<file path="src/hdl/mii_port_regs.vh">
// Constants for the external MII port multiplexer
`ifndef MII_PORT_REGS_VH
`define MII_PORT_REGS_VH
// Nibble width of the MII data paths
`define MII_NIB_W            4
// Idle level of parked outputs
`define MII_PARK_NIB         4'h0
`define MII_PARK_BIT         1'b0
// Reset value of the strap capture
`define MII_STRAP_RST        1'b0
// Strap counter value at which the strap is sampled after reset release
`define MII_STRAP_HOLD_CYC   4'h3
// Local clock rate in kHz
`define MII_MCLK_KHZ         25000
// Management clock half period in local clocks
`define MII_MDC_HALF_CYC     8'h05
`endif

</file>
<file path="src/hdl/nib_buf2.v">
// Two-entry valid/ready buffer for transmit and receive nibbles
`timescale 1ns/1ns
module nib_buf2 #(
    parameter W = 5
) (
    input  wire         mclk,
    input  wire         nrst,
    input  wire         ce,
    input  wire [W-1:0] in_data,
    input  wire         in_valid,
    output wire         in_ready,
    output wire [W-1:0] out_data,
    output wire         out_valid,
    input  wire         out_ready
);
    reg [W-1:0] mem_q [0:1];
    reg [W-1:0] head_q;
    reg         wp_q;
    reg         rp_q;
    reg [1:0]   cnt_q;
    reg         ready_q;
    reg         valid_q;
    wire        push;
    wire        pop;
    wire        rp_d;
    wire [1:0]  cnt_d;

    // Handshake flags and head word come straight from flops
    assign in_ready  = ready_q;
    assign out_valid = valid_q;
    assign out_data  = head_q;
    assign push      = in_valid & ready_q;
    assign pop       = valid_q & out_ready;
    assign rp_d      = pop ? ~rp_q : rp_q;
    // Fill level after this edge; push and pop together leave it alone
    assign cnt_d     = (push & ~pop) ? cnt_q + 2'h1 :
                       (pop & ~push) ? cnt_q - 2'h1 : cnt_q;

    // ---------------------------------------------
    // Storage and pointers
    // ---------------------------------------------
    always @(posedge mclk) begin
        if (!nrst) begin
            wp_q    <= 1'b0;
            rp_q    <= 1'b0;
            cnt_q   <= 2'h0;
            ready_q <= 1'b1;
            valid_q <= 1'b0;
            head_q  <= {W{1'b0}};
        end else if (ce) begin
            if (push) begin
                mem_q[wp_q] <= in_data;
                wp_q        <= ~wp_q;
            end
            rp_q    <= rp_d;
            cnt_q   <= cnt_d;
            ready_q <= (cnt_d != 2'h2);
            valid_q <= (cnt_d != 2'h0);
            // Word just written becomes the head when it lands at the read slot
            head_q  <= (push && (wp_q == rp_d)) ? in_data : mem_q[rp_d];
        end
    end
endmodule // nib_buf2

</file>
<file path="src/hdl/mii_port_mux.v">
// External MII and management port pin multiplexer
`timescale 1ns/1ns
`include "mii_port_regs.vh"
module mii_port_mux (
    input  wire       mclk,
    input  wire       nrst,
    input  wire       ce,
    input  wire       ext_phy_sel,
    input  wire       mgmt_port_select,
    // MAC transmit stream
    input  wire [3:0] mac_tx_data,
    input  wire       mac_tx_valid,
    output wire       mac_tx_ready,
    // MAC receive stream
    output wire [3:0] mac_rx_data,
    output wire       mac_rx_valid,
    input  wire       mac_rx_ready,
    output reg        mac_rx_err,
    output reg        mac_crs,
    output reg        mac_col,
    // MAC management side
    input  wire       mac_mgmt_out,
    input  wire       mac_mgmt_oe,
    output reg        mac_mgmt_in,
    output reg        ext_phy_present_strap,
    // PHY pins
    input  wire       phy_tx_clk,
    output reg  [3:0] phy_txd,
    output reg        phy_tx_en,
    input  wire       phy_rx_clk,
    input  wire [3:0] phy_rxd,
    input  wire       phy_rx_dv,
    input  wire       phy_rx_er,
    input  wire       phy_crs,
    input  wire       phy_col,
    output reg        phy_mdc,
    input  wire       phy_mdio_in,
    output reg        phy_mdio_out,
    output reg        phy_mdio_oe
);
    // -------------------------------------------------
    // Input synchronisers
    // -------------------------------------------------
    reg  [10:0] s1_q;
    reg  [10:0] s2_q;
    reg         txc_d1_q;
    reg         rxc_d1_q;
    wire        tx_rise;
    wire        rx_rise;

    // Two flops on every pin input
    // Bit order: 0 tx clk, 1 rx clk, 5:2 rxd, 6 dv, 7 er, 8 crs, 9 col, 10 mdio
    // Only the second stage feeds logic; the first may still be settling
    always @(posedge mclk) begin
        if (!nrst) begin
            s1_q <= 11'h000;
            s2_q <= 11'h000;
        end else if (ce) begin
            s1_q <= {phy_mdio_in, phy_col, phy_crs, phy_rx_er, phy_rx_dv, phy_rxd, phy_rx_clk, phy_tx_clk};
            s2_q <= s1_q;
        end
    end

    // Edge finders on the synchronised line clocks
    always @(posedge mclk) begin
        if (!nrst) begin
            txc_d1_q <= 1'b0;
            rxc_d1_q <= 1'b0;
        end else if (ce) begin
            txc_d1_q <= s2_q[0];
            rxc_d1_q <= s2_q[1];
        end
    end
    // Transmit data launches on the line clock fall so the PHY,
    // which samples on the rise, sees half a period of set-up;
    // the sync delay of three local clocks eats into that half
    // period, so the line clock must stay well below the local one
    assign tx_rise = txc_d1_q & ~s2_q[0];
    assign rx_rise = s2_q[1] & ~rxc_d1_q;

    // -------------------------------------------------
    // Transmit path
    // -------------------------------------------------
    wire [3:0] tx_b_data;
    wire       tx_b_valid;
    wire       tx_take;

    // Two-entry buffer decouples the MAC from the line clock
    nib_buf2 #(.W(4)) u_tx_buf (
        .mclk      (mclk),
        .nrst      (nrst),
        .ce        (ce),
        .in_data   (mac_tx_data),
        .in_valid  (mac_tx_valid),
        .in_ready  (mac_tx_ready),
        .out_data  (tx_b_data),
        .out_valid (tx_b_valid),
        .out_ready (tx_take)
    );
    assign tx_take = ext_phy_sel & tx_rise;

    // Drive one nibble per transmit clock; parked when internal PHY used
    always @(posedge mclk) begin
        if (!nrst) begin
            phy_txd   <= `MII_PARK_NIB;
            phy_tx_en <= `MII_PARK_BIT;
        end else if (ce) begin
            if (!ext_phy_sel) begin
                phy_txd   <= `MII_PARK_NIB;
                phy_tx_en <= `MII_PARK_BIT;
            end else if (tx_rise) begin
                phy_txd   <= tx_b_valid ? tx_b_data : `MII_PARK_NIB;
                phy_tx_en <= tx_b_valid;
            end
        end
    end

    // -------------------------------------------------
    // Receive path
    // -------------------------------------------------
    wire rx_push;
    wire [4:0] rx_b_data;

    // Sample nibble plus error on each receive clock rise while valid
    assign rx_push = ext_phy_sel & rx_rise & s2_q[6];

    // A nibble that finds the buffer full is dropped; the line cannot wait
    nib_buf2 #(.W(5)) u_rx_buf (
        .mclk      (mclk),
        .nrst      (nrst),
        .ce        (ce),
        .in_data   ({s2_q[7], s2_q[5:2]}),
        .in_valid  (rx_push),
        .in_ready  (),
        .out_data  (rx_b_data),
        .out_valid (mac_rx_valid),
        .out_ready (mac_rx_ready)
    );
    assign mac_rx_data = rx_b_data[3:0];

    // Status levels toward the MAC
    // Forced low with the internal PHY so the MAC sees a quiet line
    always @(posedge mclk) begin
        if (!nrst) begin
            mac_rx_err <= 1'b0;
            mac_crs    <= 1'b0;
            mac_col    <= 1'b0;
        end else if (ce) begin
            mac_rx_err <= ext_phy_sel & s2_q[7];
            mac_crs    <= ext_phy_sel & s2_q[8];
            mac_col    <= ext_phy_sel & s2_q[9];
        end
    end

    // -------------------------------------------------
    // Strap capture and management port
    // -------------------------------------------------
    reg [3:0] strap_cnt_q;
    reg       strap_done_q;
    reg [7:0] mdc_cnt_q;

    // Strap sampled once, on the fourth clock after reset release, before any drive
    // The pin is undriven here, so the board strap sets its level
    always @(posedge mclk) begin
        if (!nrst) begin
            strap_cnt_q           <= 4'h0;
            strap_done_q          <= 1'b0;
            ext_phy_present_strap <= `MII_STRAP_RST;
        end else if (ce && !strap_done_q) begin
            strap_cnt_q <= strap_cnt_q + 4'h1;
            if (strap_cnt_q == `MII_STRAP_HOLD_CYC) begin
                ext_phy_present_strap <= s2_q[10];
                strap_done_q          <= 1'b1;
            end
        end
    end

    // Management clock divider and data pin steering
    // Pins stay parked until the strap is taken so the strap is read clean
    always @(posedge mclk) begin
        if (!nrst) begin
            mdc_cnt_q    <= 8'h00;
            phy_mdc      <= 1'b0;
            phy_mdio_out <= 1'b0;
            phy_mdio_oe  <= 1'b0;
            mac_mgmt_in  <= 1'b0;
        end else if (ce) begin
            mac_mgmt_in <= s2_q[10];
            if (mgmt_port_select && strap_done_q) begin
                if (mdc_cnt_q == `MII_MDC_HALF_CYC - 8'h01) begin
                    mdc_cnt_q <= 8'h00;
                    phy_mdc   <= ~phy_mdc;
                end else
                    mdc_cnt_q <= mdc_cnt_q + 8'h01;
                phy_mdio_out <= mac_mgmt_out;
                phy_mdio_oe  <= mac_mgmt_oe;
            end else begin
                mdc_cnt_q    <= 8'h00;
                phy_mdc      <= 1'b0;
                phy_mdio_out <= 1'b0;
                phy_mdio_oe  <= 1'b0;
            end
        end
    end
endmodule // mii_port_mux

</file>
<file path="config.mk">
export PLATFORM = sky130hd
export DESIGN_NAME = mii_port_mux
export DESIGN_NICKNAME = d
export VERILOG_FILES = /design/src/hdl/nib_buf2.v /design/src/hdl/mii_port_mux.v
export VERILOG_INCLUDE_DIRS = /design/src /design/src/hdl
export SDC_FILE = /design/constraint.sdc
export NUM_CORES = 1
export LEC_CHECK = 0
export ABC_AREA = 1
export BUFFER_PORTS_ARGS = -buffer_cell sky130_fd_sc_hd__buf_2
export CORE_UTILIZATION = 40
export CTS_CLUSTER_SIZE = 20
export DETAILED_ROUTE_END_ITERATION = 16
export PLACE_DENSITY = 0.59
export SYNTH_ARGS = -nofsm -noshare
export SYNTH_HDL_FRONTEND = slang
export SYNTH_HIERARCHICAL = 1
export SYNTH_SLANG_ARGS = --single-unit
</file>
<file path="constraint.sdc">
create_clock -name mclk -period 2.6 [get_ports mclk]
set_input_delay 0.26 -clock mclk [delete_from_list [all_inputs] [get_ports mclk]]
set_output_delay 0.26 -clock mclk [all_outputs]
set_load 0.05 [all_outputs]
</file>
=== Word-level counts from Yosys, hierarchy flattened ===
Memories as Yosys holds them, arrays and structs flattened. A register that Yosys moved wholly into a read port is not among the register bits.
Cells that the tools add are included.

* Memories: 2
* Bits in writable memories: 18
* Logic and storage cells: 108
* Output and inout port bits: 19
* Bits in registers: 66

* Equal/unequal tests: 7
* Reduce and logical (&&, ||, !) cells: 12
* Add/sub/neg operators: 6
* Mux-type cells: 26
* Bitwise logic cells: 27

{| class="wikitable"
|+ Memories
! name !! words !! bits a word !! read ports !! clocked after memory_dff !! write ports !! line !! source
|-
| u_rx_buf.mem_q || 2 || 5 || 1 || 0 || 1 || nib_buf2.v:16 || <nowiki>reg [W-1:0] mem_q [0:1];</nowiki>
|-
| u_tx_buf.mem_q || 2 || 4 || 1 || 1 || 1 || nib_buf2.v:16 ||
|}

{| class="wikitable"
|+ Operators by type and width
! cell !! count
|-
| $and A1 B1 Y1 || 16
|-
| $mux W1 || 16
|-
| $mux W4 || 4
|-
| $mux W8 || 2
|-
| $not A1 Y1 || 11
|-
| $reduce_and A2 Y1 || 5
|-
| $add A8 B1 Y8 const B || 1
|-
| $eq A8 B3 Y1 const B || 1
|-
| $mux W2 || 4
|-
| $add A2 B1 Y2 const B || 2
|-
| $add A4 B1 Y4 const B || 1
|-
| $eq A4 B2 Y1 const B || 1
|-
| $ne A2 B1 Y1 const B || 2
|-
| $ne A2 B2 Y1 const B || 2
|-
| $reduce_bool A2 Y1 || 2
|-
| $sub A2 B1 Y2 const B || 2
|-
| $logic_and A1 B1 Y1 || 3
|-
| $logic_not A1 Y1 || 2
|-
| $eq A1 B1 Y1 || 1
|}

=== Longest topological paths before layout ===
Gate-level depths: netlist of the first run.

* Word-level depth: 10
* Mapped depth: 13
* Mapped depth without buffers: 13

=== Cells and area by module ===
Netlist of the first run, hierarchy kept.

{| class="wikitable"
|+ By module, submodules not included
! module !! instances !! area each (um2) !! cells each !! sequential area each (um2)
|-
| mii_port_mux || 1 || 1,925.6 || 254 || 1,001.0
|-
| nib_buf2 at u_rx_buf || 1 || 1,062.3 || 131 || 520.5
|-
| nib_buf2 at u_tx_buf || 1 || 924.6 || 117 || 440.4
|}

=== Worst setup path after synthesis of the first run ===
No wires, ideal clock.

* Kind: flip-flop to flip-flop
* Start point: register u_tx_buf.ready_q (netlist: u_tx_buf/in_ready)
* End point: memory u_tx_buf.mem_q[2][0] (netlist: u_tx_buf/mem_q[1][0]) (enable)
* Path buffers: 0
* Stages on the path, launching flop included: 7
* Library setup time: 329 ps
* Slack: 836 ps
* Arrival: 1,434 ps
* Cell sequence: dfxtp_1 -> nand2_1 -> inv_2 -> nand2_1 -> nor2_4 -> inv_1 -> nor2_1

* Cells in the longest elaborated chain, start to end: 5

{| class="wikitable"
|+ Ends and longest elaborated chain
! item !! line !! source
|-
| start: declaration || nib_buf2.v:21 || <nowiki>reg ready_q;</nowiki>
|-
| start signal: assignment || nib_buf2.v:57 || <nowiki>ready_q <= (cnt_d != 2'h2);</nowiki>
|-
| $and A1 B1 Y1 || nib_buf2.v:32 || <nowiki>assign push = in_valid & ready_q;</nowiki>
|-
| $mux W1 || nib_buf2.v:51 || <nowiki>if (push) begin</nowiki>
|-
| $mux W1 || nib_buf2.v:50 || <nowiki>end else if (ce) begin</nowiki>
|-
| $mux W1 || nib_buf2.v:43 || <nowiki>if (!nrst) begin</nowiki>
|-
| $mux W1 (implied by the code) || nib_buf2.v:52 || <nowiki>mem_q[wp_q] <= in_data;</nowiki>
|-
| end: declaration || nib_buf2.v:16 ||
|}

No other way between the ends.

=== Worst setup path in the final report of the first run ===
* Start point: register s2_q[0]
* End point: register u_tx_buf.head_q[0] (netlist: u_tx_buf/out_data[0]) (read register of u_tx_buf.mem_q)

* Cells in the longest elaborated chain, start to end: 5

{| class="wikitable"
|+ Ends and longest elaborated chain
! item !! line !! source
|-
| start: declaration || mii_port_mux.v:45 || <nowiki>reg [10:0] s2_q;</nowiki>
|-
| start signal: assignment || mii_port_mux.v:60 || <nowiki>s2_q <= s1_q;</nowiki>
|-
| $not A1 Y1 || mii_port_mux.v:78 || <nowiki>assign tx_rise = txc_d1_q & ~s2_q[0];</nowiki>
|-
| $and A1 B1 Y1 || mii_port_mux.v:78 ||
|-
| $and A1 B1 Y1 || mii_port_mux.v:100 || <nowiki>assign tx_take = ext_phy_sel & tx_rise;</nowiki>
|-
| via tx_take || mii_port_mux.v:86 || <nowiki>wire tx_take;</nowiki>
|-
| $and A1 B1 Y1 || nib_buf2.v:33 || <nowiki>assign pop = valid_q & out_ready;</nowiki>
|-
| $mux W1 || nib_buf2.v:34 || <nowiki>assign rp_d = pop ? ~rp_q : rp_q;</nowiki>
|-
| end: declaration || nib_buf2.v:17 || <nowiki>reg [W-1:0] head_q;</nowiki>
|}

The timed path passes the listed nets, and every way through them passes these cells.
A chain may end at the register's enable or synchronous reset.

==> results of run 1 <==
-- critical path, cell delays in order (launching register included) --
cell and delay [ns]:
dfxtp_1 0.31, inv_1 0.08, nand2_1 0.07, nor2_1 0.41, nand3_2 0.25, nand2_4 0.17, nand2_4 0.06, nand2_4 0.08
nand2_4 0.06, nand2_1 0.07, nand3_1 0.08, nand2_1 0.07, inv_1 0.03
-- flip-flops by register name, indices dropped and copies added (netlist names), 8 cells and up --
| name | cells |
|---|---|
| s1_q | 11 |
| s2_q | 11 |
| mdc_cnt_q | 8 |
| u_rx_buf/mem_q | 8 |
| u_tx_buf/mem_q | 8 |
-- worst max path at each step --
| stage | end | slack, ns | from |
|---|---|---|---|
| after floorplan | u_tx_buf/mem_q[1][0]$_DFFE_PP_ | 0.84 | u_tx_buf/in_ready$_SDFFE_PN1P_ |
| after global placement | u_rx_buf/mem_q[0][2]$_DFFE_PP_ | 0.74 | ext_phy_sel |
| after detailed placement | u_rx_buf/mem_q[0][1]$_DFFE_PP_ | 0.71 | ext_phy_sel |
| after CTS | u_tx_buf/out_data[0]$_SDFFE_PN0P_ | 0.76 | s2_q[0]$_SDFFE_PN0P_ |
| after global routing | u_tx_buf/out_data[1]$_SDFFE_PN0P_ | 0.55 | s2_q[0]$_SDFFE_PN0P_ |
| final | u_tx_buf/out_data[0]$_SDFFE_PN0P_ | 0.77 | s2_q[0]$_SDFFE_PN0P_ |
-- per-layer routing --
metal | share of wire | vias up
li1 | - | 1651
met1 | 0.49 | 1433
met2 | 0.47 | 39
met3 | 0.029 | 4
met4 | 0.0075 | 0
met5 | 0 | -
-- where the power goes --
group	switching, uW	internal [uW]
Sequential	39.1	1410
Combinational	206	93.0
Clock	491	415
-- through the flow --
step | instance area, um^2 | util | hold WS (ns) | instances | total power [uW]
floorplan | 3790 | - | 0.359 | 489 | 1700
global placement | 4080 | 0.444 | 0.443 | 631 | 1780
detailed placement | 4080 | 0.444 | 0.443 | 631 | 1780
CTS | 4280 | 0.465 | 0.0994 | 647 | 2700
global route | 4280 | 0.465 | 0.0981 | 647 | 2810
finish | 4280 | 0.465 | 0.118 | 647 | 2660
-- cell usage in the layout (no fill, tap or decap), drive strengths merged --
cell,n
edfxtp,16
xnor2,1
nor2,106
nor3,1
dfxtp,70
o211ai,2
buf,45
nand4,4
o21bai,2
o21ai,39
or2,1
ha,3
clkbuf,11
nand3,41
clkinvlp,1
nor3b,1
a21oi,24
clkinv,3
inv,46
nand2,115
xor2,4
-- cell type report --
type | count | area (um^2) | share of cell area
clock buffer | 11 | 153 | 0.0357
timing repair buffer | 45 | 233 | 0.0544
tap | 111 | 139 | 0.0325
multi-input combinational | 344 | 1660 | 0.388
inverter | 45 | 169 | 0.0395
clock inverter | 5 | 41.3 | 0.00965
sequential | 86 | 1880 | 0.440
==> qor.yml, run 1 <==
clocking:
  cts_max_level: 3
  clk_latency_ns: 0.34
  cts_tree: "built"
  cts_buffers: 9
  post_cts_resize_count: 0
  clock-sinks: 86
  clk_pin_slew_worst_paths_ns: 0.09
  postCtsHoldBufs: 0
  post_cts_buffers: 0
  clock_tree.buffer_depth: 2
  root_buffer: "clkbuf_8"
setup_path:
  r2r_cells: 12
  cp-start-kind: "register"
  cp_max_fo: 7
  reg2reg_slack_ns: 0.77
  critPathArrivalTime_ns: 2.08
  r2r-start: "s2_q[0]$_SDFFE_PN0P_"
  worstReg2RegEnd: "u_tx_buf/out_data[0]$_SDFFE_PN0P_"
  cp-end-kind: "register"
  worstSetupPathType: "reg2reg"
  cp.required_ns: 2.84
timing:
  tns_ns: 0
  rsz0062_at_grt: "false"
  relSlewSlack: 0.624
  tightest_slew_ns: 0.563
  max_freq_mhz: 546
  drv_slew: 0
  period_share: 0.705
  finalSetupViolCount: 0
  setup_slack_ns: 0.767
  finClkSkew_ns: 0.0106
  hold_viol_final: 0
  layout_min_cycle_time_ns: 1.83
detailed_routing:
  remaining_drc_errors: 0
  detailedRoute.firstIterationViolations: 157
  avgRoutedWirePerCell_um: 11.9
  via_per_inst: 4.83
  ant_nets: 0
  num_vias: 3127
  drt_first_pass_iters: 4
  wirelength_um: 7700
logic_synthesis:
  ys_warn_count: 6
  postSynthAreaPerCell_um2: 7.75
  synth_nets: 516
  synth_area_um2: 3790
  syn_inst: 489
power:
  p_leak_uw: 0.00194
  irDropWorstVdd_mv: 0.238
  p_per_area_nw_per_um2: 621
layout:
  syn_to_final_growth_pct: 12.9
  final.fill_count: 933
  drive_above_1_share: 0.177
  fin_nets: 558
  antenna_cells: 0
global_route:
  busiest_layer: "met2"
  grt_use_met1: 0.223
  use_met2: 0.271
  antenna_found_initial: 0
  grt_pass1_wl_um: 13100
  met3_usage: 0.0316
  grt_max_degree: 41
  grt_pass1_vias: 2833
  grt_usage: 0.167
  grt_overflow_total: 0
die:
  die_w_um: 99.3
  pin_count: 43
  initial_utilization: 0.412
  coreArea_um2: 9200
  dieHeight_um: 99.3
  dieArea_um2: 9860
  rows: 35
place:
  numPortBuffers: 42
  gp_congestion: 0.787
  dpl_worst_slack_ns: 0.708
  dp_hpwl_um: 5350
hold_path:
  hold_start: "mac_tx_data[2]"
  hold_path_depth: 1
  hp-class: "in2reg"
  worstHoldEndpoint: "u_tx_buf/mem_q[1][2]$_DFFE_PP_"
run:
  maxCapViolCount: 0
status:
  status: "finished clean"
No activity file was read; power rests on OpenSTA's default activity.
==> inputs of run 2 (changes only) <==
clock period = 1.87 ns   (was 2.6 ns; I/O delays follow)
==> run 2 against run 1 <==
Hold slack got worse by 0.076 ns. Clock skew increased by 0.00089 ns. Final cell count up 0.62%. Die area unchanged. Clock power increased by 53%. Largest cell class unchanged. Largest power group unchanged. Highest routed layer unchanged.
==> qor.yml, run 2 (synthesis results as in run 1) <==
timing:
  rsz0062_at_grt: "false"
  drv_slew: 0  # unchanged
  period_share: 0.915  # +0.210
  tightest_slew_ns: 0.403  # -0.160 ns
  hold_ws_ns: 0.0422  # -0.0759 ns
  finClkSkew_ns: 0.0115  # +0.000894 ns
  layout_min_cycle_time_ns: 1.71  # -0.123 ns
  tns_ns: 0  # unchanged
  max_freq_mhz: 585  # +7.2%
  hold_viol_final: 0  # unchanged
  finalSetupViolCount: 0  # unchanged
  relSlewSlack: 0.731  # +0.107
place:
  gp_congestion: 0.810  # +3.0%
  numPortBuffers: 42  # unchanged
  placed_area_um2: 4110  # +0.74%
  dpl.cell_count: 635  # +0.63%
  dp_hpwl_um: 5370  # +0.35%
global_route:
  grt_pass1_wl_um: 12900  # -1.8%
  met3_usage: 0.0337  # +0.00211
  use_met2: 0.277  # +0.00534
  grt_pass1_vias: 2918  # +3.0%
  grt_usage: 0.165  # -0.00262
  grt_overflow_total: 0  # unchanged
  antenna_found_initial: 0  # unchanged
  busiest_layer: "met2"
  grt_use_met1: 0.211  # -0.0117
  grt_max_degree: 44  # +7.3%
layout:
  antenna_cells: 0  # unchanged
  seq_area_um2: 1880  # unchanged
  fin_nets: 562  # +0.72%
  reg.largest.list: "s1_q: 11 flops, s2_q: 11 flops"
  syn_to_final_growth_pct: 14.3
  multi_input_area_um2: 1660  # unchanged
  design_area_um2: 4330  # +1.3%
  layout_commonest_cell: "nor2_1"
  final.fill_count: 917  # -1.7%
  final_cell_mix: "nor2_1 (101), nand2_1 (97), dfxtp_1 (70), buf_2 (42), inv_1 (39)"
  fin_cells: 651  # +0.62%
  drive_above_1_share: 0.183  # +0.00609
setup_path:
  critPathArrivalTime_ns: 1.73  # -0.35 ns
  cp.required_ns: 1.89  # -0.95 ns
  cp-end-kind: "register"
  r2r_cells: 8  # -4
  worstSetupPathType: "reg2reg"
  cp_max_fo: 6  # -1
  cp-start-kind: "register"
detailed_routing:
  remaining_drc_errors: 0  # unchanged
  wirelength_um: 7570  # -1.7%
  via_per_inst: 4.74  # -2.0%
  avgRoutedWirePerCell_um: 11.6  # -2.3%
  drt_first_pass_iters: 4  # unchanged
  detailedRoute.firstIterationViolations: 104  # -34%
  num_vias: 3083  # -1.4%
  ant_nets: 0  # unchanged
clocking:
  clock-sinks: 86  # unchanged
  clk_latency_ns: 0.35  # about the same
  post_cts_resize_count: 0  # unchanged
  cts_max_level: 3  # unchanged
  clock_tree.buffer_depth: 2  # unchanged
  post_cts_buffers: 0  # unchanged
  cts_tree: "built"
  cts_buffers: 9  # unchanged
  postCtsHoldBufs: 0  # unchanged
  clk_pin_slew_worst_paths_ns: 0.09  # about the same
  root_buffer: "clkbuf_8"
die:
  coreArea_um2: 9200  # unchanged
  dieArea_um2: 9860  # unchanged
  pin_count: 43  # unchanged
  dieHeight_um: 99.3  # unchanged
  rows: 35  # unchanged
  initial_utilization: 0.412  # unchanged
  die_w_um: 99.3  # unchanged
hold_path:
  hold_path_depth: 1  # unchanged
  hp-class: "in2reg"
power:
  p_total_uw: 3820  # +44%
  p_per_area_nw_per_um2: 883  # +42%
  p_leak_uw: 0.00197  # +1.6%
  irDropWorstVdd_mv: 0.375  # +58%
status:
  status: "finished clean"
run:
  maxCapViolCount: 0  # unchanged
## run 2: critical path, stage by stage (launching register included)
cell and delay (ns):
dfxtp_1 0.35, nand2_1 0.07, nor3_1 0.13, nand2_1 0.12, inv_2 0.08, nand2_1 0.14
nor2_8 0.17, inv_2 0.06, nor2_1 0.26
## run 2: worst paths after layout
path,slack [ns],startpoint,to
worst max register to register,0.16,s2_q[1]$_SDFFE_PN0P_,u_rx_buf/mem_q[0][3]$_DFFE_PP_
worst max-delay path,0.16,s2_q[1]$_SDFFE_PN0P_,u_rx_buf/mem_q[0][3]$_DFFE_PP_
worst min-delay path,0.04,mac_tx_data[1],u_tx_buf/mem_q[0][1]$_DFFE_PP_
worst min register to register,0.46,ext_phy_present_strap$_SDFFE_PN0P_,ext_phy_present_strap$_SDFFE_PN0P_
## run 2: stage by stage
stage               utilization  setup slack (ns)
floorplan                     -             0.106
global route              0.471            0.0177
CTS                       0.471             0.178
finish                    0.471             0.159
global placement          0.447             0.208
detailed placement        0.447             0.160
## run 2: final cells by class
cell class / count / area share
flip-flops and latches: 86 / 0.434
clock inverters: 4 / 0.0118
multi-input cells: 344 / 0.384
clock buffers: 12 / 0.0384
well taps: 111 / 0.0321
inverters: 45 / 0.0390
repair buffers: 49 / 0.0607
## run 2: power breakdown
part | leakage, uW | internal (uW) | switching, uW
logic | 0.00114 | 134 | 284
registers | 0.000719 | 1960 | 53.7
clock network | 0.000108 | 738 | 649
total | 0.00197 | 2840 | 986
## run 2: routing by layer
| layer | part of all wire | wire [um] |
|---|---|---|
| met5 | 0 | 0 |
| met2 | 0.48 | 3600 |
| met3 | 0.022 | 167 |
| met1 | 0.50 | 3770 |
| met4 | 0.0048 | 36 |
